$ cat src/pkg/spl_cfg.svh
// constants for the serial-in parallel-out shift latch
`ifndef SPL_CFG_SVH
`define SPL_CFG_SVH
`define SPL_WIDTH 8
`define SPL_MSB 7
`define SPL_STAGE0 0
`define SPL_STAGE6 6
`define SPL_RESET_WORD 8'h00
`define SPL_BUF_DEPTH 2
`endif

$ cat src/pkg/spl_pkg.sv
// types for the serial-in parallel-out shift latch
`include "spl_cfg.svh"
package spl_pkg;
    typedef logic [`SPL_MSB:0] spl_word_t;
    typedef logic [1:0] spl_count_t;
endpackage

$ cat src/spl_buf.sv
// two-entry word buffer with valid and ready on both sides
`timescale 1ns/1ps
`include "spl_cfg.svh"
module spl_buf (
    input wire logic clk,
    input wire logic resetn,
    input wire logic in_valid,
    output logic in_ready,
    input wire spl_pkg::spl_word_t in_data,
    output logic out_valid,
    input wire logic out_ready,
    output spl_pkg::spl_word_t out_data
);
    spl_pkg::spl_word_t mem_reg [0:`SPL_BUF_DEPTH-1];
    spl_pkg::spl_word_t mem_next [0:`SPL_BUF_DEPTH-1];
    spl_pkg::spl_count_t count_reg;
    spl_pkg::spl_count_t count_next;
    logic push;
    logic pop;

    // entry 0 is the head; a pop shifts entry 1 down
    always_comb begin
        push = in_valid && in_ready;
        pop = out_valid && out_ready;
        mem_next[0] = mem_reg[0];
        mem_next[1] = mem_reg[1];
        count_next = count_reg;
        if (pop) begin
            mem_next[0] = mem_reg[1];
            count_next = count_reg - 2'h1;
        end
        if (push) begin
            mem_next[count_next[0]] = in_data;
            count_next = count_next + 2'h1;
        end
    end

    always_ff @(posedge clk or negedge resetn) begin
        if (!resetn) begin
            mem_reg[0] <= `SPL_RESET_WORD;
            mem_reg[1] <= `SPL_RESET_WORD;
            count_reg <= 2'h0;
        end else begin
            mem_reg[0] <= mem_next[0];
            mem_reg[1] <= mem_next[1];
            count_reg <= count_next;
        end
    end

    // full refuses a push even if a pop happens in the same cycle: keeps ready a flop
    assign in_ready = (count_reg != 2'h2);
    assign out_valid = (count_reg != 2'h0);
    assign out_data = mem_reg[0];
endmodule

$ cat src/spl_top.sv
// serial-in shift register with storage register and enabled parallel outputs
`timescale 1ns/1ps
`include "spl_cfg.svh"
module spl_top (
    input wire logic CLK,
    input wire logic RESETN,
    input wire logic SHIFT_CLOCK,
    input wire logic LATCH_CLOCK,
    input wire logic MASTER_CLEAR_N,
    input wire logic SERIAL_IN,
    input wire logic OUTPUT_ENABLE_N,
    input wire logic Q_READY,
    output logic LATCH_READY,
    output logic Q_VALID,
    output logic [`SPL_MSB:0] Q_OUT,
    output logic [`SPL_MSB:0] Q_OE,
    output logic CASCADE_OUT
);
    // ****************************************
    // input edge detection
    // ****************************************
    logic shift_prev_reg;
    logic shift_prev_next;
    logic latch_prev_reg;
    logic latch_prev_next;
    logic shift_rise;
    logic latch_rise;

    // the previous-level flops only follow the pins
    always_comb begin
        shift_prev_next = SHIFT_CLOCK;
        latch_prev_next = LATCH_CLOCK;
    end

    // pins are synchronous to CLK, so a plain previous-value flop finds the edges;
    // reset value matches the idle low pins, so no false edge follows reset
    always_ff @(posedge CLK or negedge RESETN) begin
        if (!RESETN) begin
            shift_prev_reg <= 1'b0;
            latch_prev_reg <= 1'b0;
        end else begin
            shift_prev_reg <= shift_prev_next;
            latch_prev_reg <= latch_prev_next;
        end
    end

    assign shift_rise = SHIFT_CLOCK && !shift_prev_reg;
    assign latch_rise = LATCH_CLOCK && !latch_prev_reg;

    // ****************************************
    // shift stages
    // ****************************************
    spl_pkg::spl_word_t stage_bits_reg;
    spl_pkg::spl_word_t stage_bits_next;

    // limitation: clear is seen at the next CLK edge, since all pins are synchronous
    // clear wins over a shift in the same cycle
    always_comb begin
        stage_bits_next = stage_bits_reg;
        if (!MASTER_CLEAR_N) begin
            stage_bits_next = `SPL_RESET_WORD;
        end else if (shift_rise) begin
            stage_bits_next = {stage_bits_reg[`SPL_MSB-1:0], SERIAL_IN};
        end
    end

    always_ff @(posedge CLK or negedge RESETN) begin
        if (!RESETN) begin
            stage_bits_reg <= `SPL_RESET_WORD;
        end else begin
            stage_bits_reg <= stage_bits_next;
        end
    end

    // last stage straight out, never gated by the output enable
    assign CASCADE_OUT = stage_bits_reg[`SPL_MSB];

    // ****************************************
    // capture buffer
    // ****************************************
    spl_pkg::spl_word_t capture_word;
    logic buf_in_ready;
    logic buf_out_valid;
    spl_pkg::spl_word_t buf_out_data;

    // capture the pre-shift stages; a pending clear makes the word zero
    always_comb begin
        capture_word = MASTER_CLEAR_N ? stage_bits_reg : `SPL_RESET_WORD;
    end

    // a latch edge while the buffer is full is dropped; LATCH_READY warns the source
    spl_buf u_buf (
        .clk(CLK),
        .resetn(RESETN),
        .in_valid(latch_rise),
        .in_ready(buf_in_ready),
        .in_data(capture_word),
        .out_valid(buf_out_valid),
        .out_ready(Q_READY),
        .out_data(buf_out_data)
    );

    // ****************************************
    // storage register and output drivers
    // ****************************************
    spl_pkg::spl_word_t storage_reg;
    spl_pkg::spl_word_t storage_next;
    logic [`SPL_MSB:0] oe_reg;
    logic [`SPL_MSB:0] oe_next;
    logic valid_reg;
    logic valid_next;
    logic ready_reg;
    logic ready_next;

    // storage moves only on a delivered word, so master clear cannot reach it
    always_comb begin
        storage_next = storage_reg;
        valid_next = 1'b0;
        if (buf_out_valid && Q_READY) begin
            storage_next = buf_out_data;
            valid_next = 1'b1;
        end
        ready_next = buf_in_ready;
    end

    // one enable per output pin, so each pad driver gets its own flop
    generate
        for (genvar pin = 0; pin < `SPL_WIDTH; pin++) begin : g_oe
            assign oe_next[pin] = !OUTPUT_ENABLE_N;
        end
    endgenerate

    always_ff @(posedge CLK or negedge RESETN) begin
        if (!RESETN) begin
            storage_reg <= `SPL_RESET_WORD;
            oe_reg <= 8'h00;
            valid_reg <= 1'b0;
            ready_reg <= 1'b0;
        end else begin
            storage_reg <= storage_next;
            oe_reg <= oe_next;
            valid_reg <= valid_next;
            ready_reg <= ready_next;
        end
    end

    assign Q_OUT = storage_reg;
    assign Q_OE = oe_reg;
    assign Q_VALID = valid_reg;
    assign LATCH_READY = ready_reg;
endmodule

$ cat config.mk
export PLATFORM = sky130hd
export DESIGN_NAME = spl_top
export DESIGN_NICKNAME = d
export VERILOG_FILES = /design/src/pkg/spl_pkg.sv /design/src/spl_buf.sv /design/src/spl_top.sv
export VERILOG_INCLUDE_DIRS = /design/src /design/src/pkg
export SDC_FILE = /design/constraint.sdc
export NUM_CORES = 1
export LEC_CHECK = 0
export BUFFER_PORTS_ARGS = -buffer_cell sky130_fd_sc_hd__buf_2
export CAP_MARGIN = 20
export CORE_MARGIN = 3
export CORE_UTILIZATION = 60
export CTS_CLUSTER_DIAMETER = 40
export CTS_CLUSTER_SIZE = 24
export DETAILED_ROUTE_END_ITERATION = 16
export GPL_TIMING_DRIVEN = 0
export MAX_ROUTING_LAYER = met4
export PLACE_DENSITY = 0.92
export SYNTH_ARGS = -nofsm -noshare
export SYNTH_HDL_FRONTEND = slang
export SYNTH_HIERARCHICAL = 1
export SYNTH_SLANG_ARGS = --single-unit
$ cat constraint.sdc
create_clock -name CLK -period 5.5 [get_ports CLK]
set_input_delay 0 -clock CLK [delete_from_list [all_inputs] [get_ports CLK]]
set_output_delay 0 -clock CLK [all_outputs]
set_load 0.1 [all_outputs]
==> results of run 1 <==
-- stage by stage --
stage	total power, uW	worst slack (ps)	std cells	instance area [um^2]	util
after floorplan	567	3620	139	1880	-
after global placement	601	3470	206	2050	0.714
after detailed placement	617	3380	206	2050	0.714
after CTS	763	3360	220	2170	0.753
after global routing	798	3260	221	2180	0.757
final	760	3340	221	2180	0.757
-- synthesized netlist by cell type --
master,number
dfrtp_1,39
mux2_2,16
mux2_4,16
buf_4,15
inv_1,15
nand2_1,9
mux2i_1,8
ha_1,3
buf_6,2
nand2b_4,2
nor2b_1,2
a221oi_1,1
a22oi_1,1
and2b_2,1
buf_2,1
clkbuf_1,1
clkbuf_8,1
nand2_4,1
nand3_1,1
nand4_1,1
nor3_1,1
o21ai_0,1
xnor2_2,1
-- power by group --
part / total [uW] / internal (uW) / switching (uW)
registers: 327 / 310 / 16.9
logic: 289 / 105 / 185
clock network: 143 / 49.3 / 93.9
-- final timing paths --
path / from / to / cells after the start
min in group asynchronous: RESETN / Q_OUT[5]$_DFFE_PN0P_ / 2
max reg2reg: u_buf/count_reg[0]$_DFF_PN0_ / flip-flop / 7
max: u_buf/count_reg[0]$_DFF_PN0_ / flip-flop / 7
max in group asynchronous: RESETN / u_buf/count_reg[1]$_DFF_PN0_ / 2
min reg2reg: flip-flop / flip-flop / 1
min: MASTER_CLEAR_N / stage_bits_reg[5]$_DFFE_PN0P_ / 3
-- routing by layer --
layer  GRT usage  wire length, um  vias up
li1            -                -      517
met5           -                0        -
met4       0.100               30        0
met2       0.338             1620       29
met1       0.194             1280      527
met3      0.0682              153        2
-- worst max-delay path, delay by kind of cell, from the launching register on --
| kind | cells | cell delay (ps) |
|---|---|---|
| flops | 1 | 470 |
| buf+inv | 2 | 470 |
| mux | 1 | 400 |
| fa+ha+maj | 2 | 390 |
| simple gates | 1 | 180 |
| xor+xnor | 1 | 150 |
-- final cells by class --
type / instances / area (um^2)
flip-flops and latches: 39 / 976
multi-input cells: 65 / 686
clock buffers: 6 / 41.3
repair buffers: 32 / 195
well taps: 42 / 52.6
clock inverters: 2 / 12.5
plain buffers: 20 / 158
inverters: 15 / 56.3
fillers: 180 / 699
-- layout by cell type (no fill, tap or decap) --
cell type and n:
mux2i_1 8, mux2_2 16, dlygate4sd3_1 7, nor2b_1 2
nand2b_4 2, buf_6 2, xnor2_2 1, a22oi_1 1
clkbuf_4 5, nand2_1 9, nor3_1 1, ha_1 3
buf_4 15, a221oi_1 1, inv_1 15, clkinv_2 1
and2b_2 1, nand3_1 1, o21ai_0 1, dfrtp_1 39
nand4_1 1, clkinvlp_4 1, nand2_4 1, clkbuf_1 2
buf_2 26, clkbuf_8 1, mux2_4 16
-- what timing repair did --
action | CTS | global route
endpoints found under the setup margin | 0 | 0
endpoints found under the hold margin | 43 | 1
hold buffers | 6 | 1
setup buffers | 0 | 0
-- kinds of logic (layout without fill, tap and decap cells) --
family | count (synthesis) | count (layout) | synth area share
adder cells (fa/ha/maj) | 3 | 3 | 0.0200
AO/OA/AOI/OAI | 3 | 3 | 0.0113
buffers and inverters | 35 | 75 | 0.114
flip-flops | 39 | 39 | 0.520
multiplexers | 40 | 40 | 0.267
AND/OR/NAND/NOR | 18 | 18 | 0.0587
XOR/XNOR | 1 | 1 | 0.00867
==> qor.yml, run 1 <==
status: "complete, no violations"
cts_resized: 0
cts_htree_levels: 2
hp-class: "in2reg"
avgRoutedWirePerCell_um: 13.9
rows: 19
routed_wl_um: 3080
drtPass1Iterations: 6
io_buffers: 25
max-vdd-ir-drop_mv: 0.235
drive_above_1_share: 0.492
clk_latency_ps: 350
cts_tree: "yes"
arrival_ps: 2400
initial_core_util: 0.652
syn_to_final_growth_pct: 16.1
fin_nets: 189
cts_sinks: 39
drv_cap: 0
numCtsBuffers: 5
syn_area_um2: 1880
ant_nets: 0
diodes: 0
critPathLaunchType: "flip-flop"
timing.hold.ws_ps: 18.6
avgSynthCellArea_um2: 13.5
power.leakage_uw: 0.00125
setup_viol_count_final: 0
drc: 0
core_um2: 2880
cts-root-buf: "clkbuf_4"
grt_usage: 0.196
ys_top_cells_by_area: "dfrtp_1 (52%), mux2_4 (13%), mux2_2 (9.6%), buf_4 (6.0%), mux2i_1 (4.3%)"
grt_max_degree: 40
path_class: "reg2reg"
required_ps: 5740
yosysTopAreaCell: "dfrtp_1"
synth.distinct_cells: 23
relSlewSlack: 0.448
cts.path.max_buffers: 2
dp_hpwl_um: 2160
viasPerCell: 4.86
max_freq_mhz: 463
drt-initial-drc-count: 42
slowest_stage: "dfrtp_1"
drv_slew: 0
rsz0062_at_grt: "false"
hold_viol: 0
gp_congestion: 0.741
cpMostUsedCell: "ha_1"
grt_pass1_wl_um: 4950
vias: 1075
r2r_setup_slack_ps: 3340
ys_seq_area_frac: 0.520
grt_overflow: 0
crit_chain: "inv_1 -> ha_1 -> nand2b_4 -> xnor2_2 -> ha_1 -> clkbuf_1 -> mux2_2"
period_share: 0.393
max_stage_delay_ps: 470
tns_ps: 0
synth_fp_nets: 150
worstSetupEndpointType: "flip-flop"
ios: 27
die_w_um: 61.9
synth_top_cell_area_share: 0.520
antenna_found_initial: 0
netlist_instances: 139
ys_ff_latch: 39
dieHeight_um: 61.9
p_per_area_nw_per_um2: 349
yosysWarnings: 6
max_slew.worst_pin.slew_ps: 828
period_needed_ps: 2160
timing.clock.skew_ps: 10.2
dieArea_um2: 3830
grt_pass1_vias: 1127
cts.clk_slew.worst_paths_ps: 110
crit_fanout: 8
Note: power is estimated with default switching activity, not from simulation.
==> inputs of run 2 (changes only) <==
--- a/config.mk
+++ b/config.mk
@@ -9,13 +9,13 @@
 export BUFFER_PORTS_ARGS = -buffer_cell sky130_fd_sc_hd__buf_2
 export CAP_MARGIN = 20
 export CORE_MARGIN = 3
-export CORE_UTILIZATION = 60
+export CORE_UTILIZATION = 56
 export CTS_CLUSTER_DIAMETER = 40
 export CTS_CLUSTER_SIZE = 24
 export DETAILED_ROUTE_END_ITERATION = 16
 export GPL_TIMING_DRIVEN = 0
 export MAX_ROUTING_LAYER = met4
-export PLACE_DENSITY = 0.92
+export PLACE_DENSITY = 0.87
 export SYNTH_ARGS = -nofsm -noshare
 export SYNTH_HDL_FRONTEND = slang
 export SYNTH_HIERARCHICAL = 1
==> constraint.sdc (replaced) <==
create_clock -name CLK -period 2.2 [get_ports CLK]
set_input_delay 0 -clock CLK [delete_from_list [all_inputs] [get_ports CLK]]
set_output_delay 0 -clock CLK [all_outputs]
set_load 0.1 [all_outputs]
==> qor.yml, run 2 (synthesis gave the netlist of run 1 again) <==
status: "complete, no violations"
rows: 20  # +1
path_class: "reg2reg"
die_w_um: 63.9  # +3.2%
tns_ps: 0  # unchanged
max_slew.worst_pin.slew_ps: 811  # -17.0 ps
critPathLaunchType: "flip-flop"
cts_htree_levels: 2  # unchanged
drive_above_1_share: 0.492  # unchanged
io_buffers: 25  # unchanged
clk_latency_ps: 340  # about the same
crit_fanout: 8  # unchanged
gp_congestion: 0.703  # -5.1%
hp-class: "in2async"
grt_max_degree: 40  # unchanged
r2r_start: "u_buf/count_reg[0]$_DFF_PN0_"
cts_sinks: 39  # unchanged
viasPerCell: 4.77  # -2.0%
fillers: 221  # +23%
drv_slew: 0  # unchanged
core_um2: 3130  # +8.7%
period_needed_ps: 2000  # -157 ps
grt_pass1_vias: 1070  # -5.1%
timing.hold.ws_ps: 276  # +257 ps
cp_top_family: "adder cells"
required_ps: 2430  # -3310 ps
timing.clock.skew_ps: 7.80  # -2.42 ps
period_share: 0.911  # +0.518
vias: 1063  # -1.1%
slowest_stage: "dfrtp_1"
cts-root-buf: "clkbuf_4"
cts_tree: "yes"
p_per_area_nw_per_um2: 881  # +150%
ios: 27  # unchanged
grt_pass1_wl_um: 4890  # -1.4%
place_ws_ps: 108  # -3270 ps
max_stage_delay_ps: 450  # -20 ps
fin_nets: 189  # unchanged
layout_common_cells: "dfrtp_1 (39), buf_2 (26), mux2_4 (16), mux2_2 (16)"
dp_hpwl_um: 2030  # -6.0%
crit_chain: "inv_1 -> ha_1 -> nand2b_4 -> xnor2_2 -> ha_1 -> mux2_2"
stdcell_area_um2: 2200  # +1.1%
syn_to_final_growth_pct: 17.3
ant_nets: 0  # unchanged
numCtsBuffers: 5  # unchanged
rsz0062_at_grt: "false"
dieHeight_um: 63.9  # +3.2%
hold_viol: 0  # unchanged
relSlewSlack: 0.459  # +0.0113
setup_viol_count_final: 0  # unchanged
avgRoutedWirePerCell_um: 12.2  # -12%
postPlaceCellArea_um2: 2060  # +0.12%
max-vdd-ir-drop_mv: 0.563  # +140%
drt-initial-drc-count: 31  # -26%
final_common_cell: "dfrtp_1"
cts.path.max_buffers: 2  # unchanged
cts_setup_buffers: 0  # unchanged
initial_core_util: 0.600  # -0.0524
drv_cap: 0  # unchanged
r2r_setup_slack_ps: 200  # -3140 ps
dieArea_um2: 4080  # +6.4%
cts_resized: 0  # unchanged
critPathBufInv: 1  # -1
cpMostUsedCell: "ha_1"
max_freq_mhz: 499  # +7.8%
power.leakage_uw: 0.00126  # +1.1%
antenna_found_initial: 0  # unchanged
drtPass1Iterations: 4  # -2
cts.clk_slew.worst_paths_ps: 110  # about the same
drc: 0  # unchanged
diodes: 0  # unchanged
routed_wl_um: 2730  # -11%
final.setup.worst_slack_ps: 196  # -3140 ps
grt_usage: 0.159  # -0.0369
grt_overflow: 0  # unchanged
arrival_ps: 2230  # -170 ps
worstSetupEndpointType: "flip-flop"
r2r_cells: 6  # -1
==> run 2: cell types whose count changed in the layout (fill, tap and decap cells not counted), sizes merged <==
cell	delta
clkbuf	+1
clkinv	-1
clkinvlp	-1
dlygate4sd3	+1
==> run 2: worst register-to-register path, stage by stage (launching register included) <==
cell and delay, ps:
dfrtp_1 450, inv_1 100, ha_1 230, nand2b_4 180, xnor2_2 160, ha_1 400
mux2_2 380
==> run 2: how the worst max path moves through the flow <==
stage / cells after the start / endpoint / start / slack (ps)
after floorplan: 7 / flip-flop / u_buf/count_reg[0]$_DFF_PN0_ / 320
after global placement: 7 / flip-flop / u_buf/count_reg[0]$_DFF_PN0_ / 190
after detailed placement: 7 / flip-flop / u_buf/count_reg[0]$_DFF_PN0_ / 110
after CTS: 7 / flip-flop / u_buf/count_reg[0]$_DFF_PN0_ / 80
after global routing: 6 / flip-flop / u_buf/count_reg[0]$_DFF_PN0_ / 70
final: 6 / flip-flop / u_buf/count_reg[0]$_DFF_PN0_ / 200
==> run 2: per-layer routing <==
layer / track usage / part of all wire
met2: 0.257 / 0.49
met4: 0.0566 / 0.015
met5: - / 0
met1: 0.185 / 0.43
met3: 0.0527 / 0.065
==> run 2: what timing repair did <==
action / CTS / global route
endpoints found under the setup margin: 0 / 8
hold buffers: 8 / 0
hold endpoints to repair: 45 / 0
==> run 2: stage by stage <==
stage,power [uW],instances,utilization
after floorplan,1420,139,-
after global placement,1500,208,0.657
after detailed placement,1540,208,0.657
after CTS,1960,224,0.705
after global routing,2050,223,0.704
final,1940,223,0.704
==> run 2: final cells by class <==
cell class	instances	area [um^2]	share of cell area
timing repair buffer	33	205	0.0932
inverter	15	56.3	0.0256
tap	44	55.1	0.0250
sequential	39	976	0.443
buffer	19	154	0.0699
multi-input combinational	65	686	0.312
clock buffer	8	68.8	0.0313
==> run 2: report_power, final <==
part	leakage, uW	switching (uW)	internal (uW)
logic	0.000697	454	264
clock network	0.0000386	214	188
registers	0.000527	43.2	775
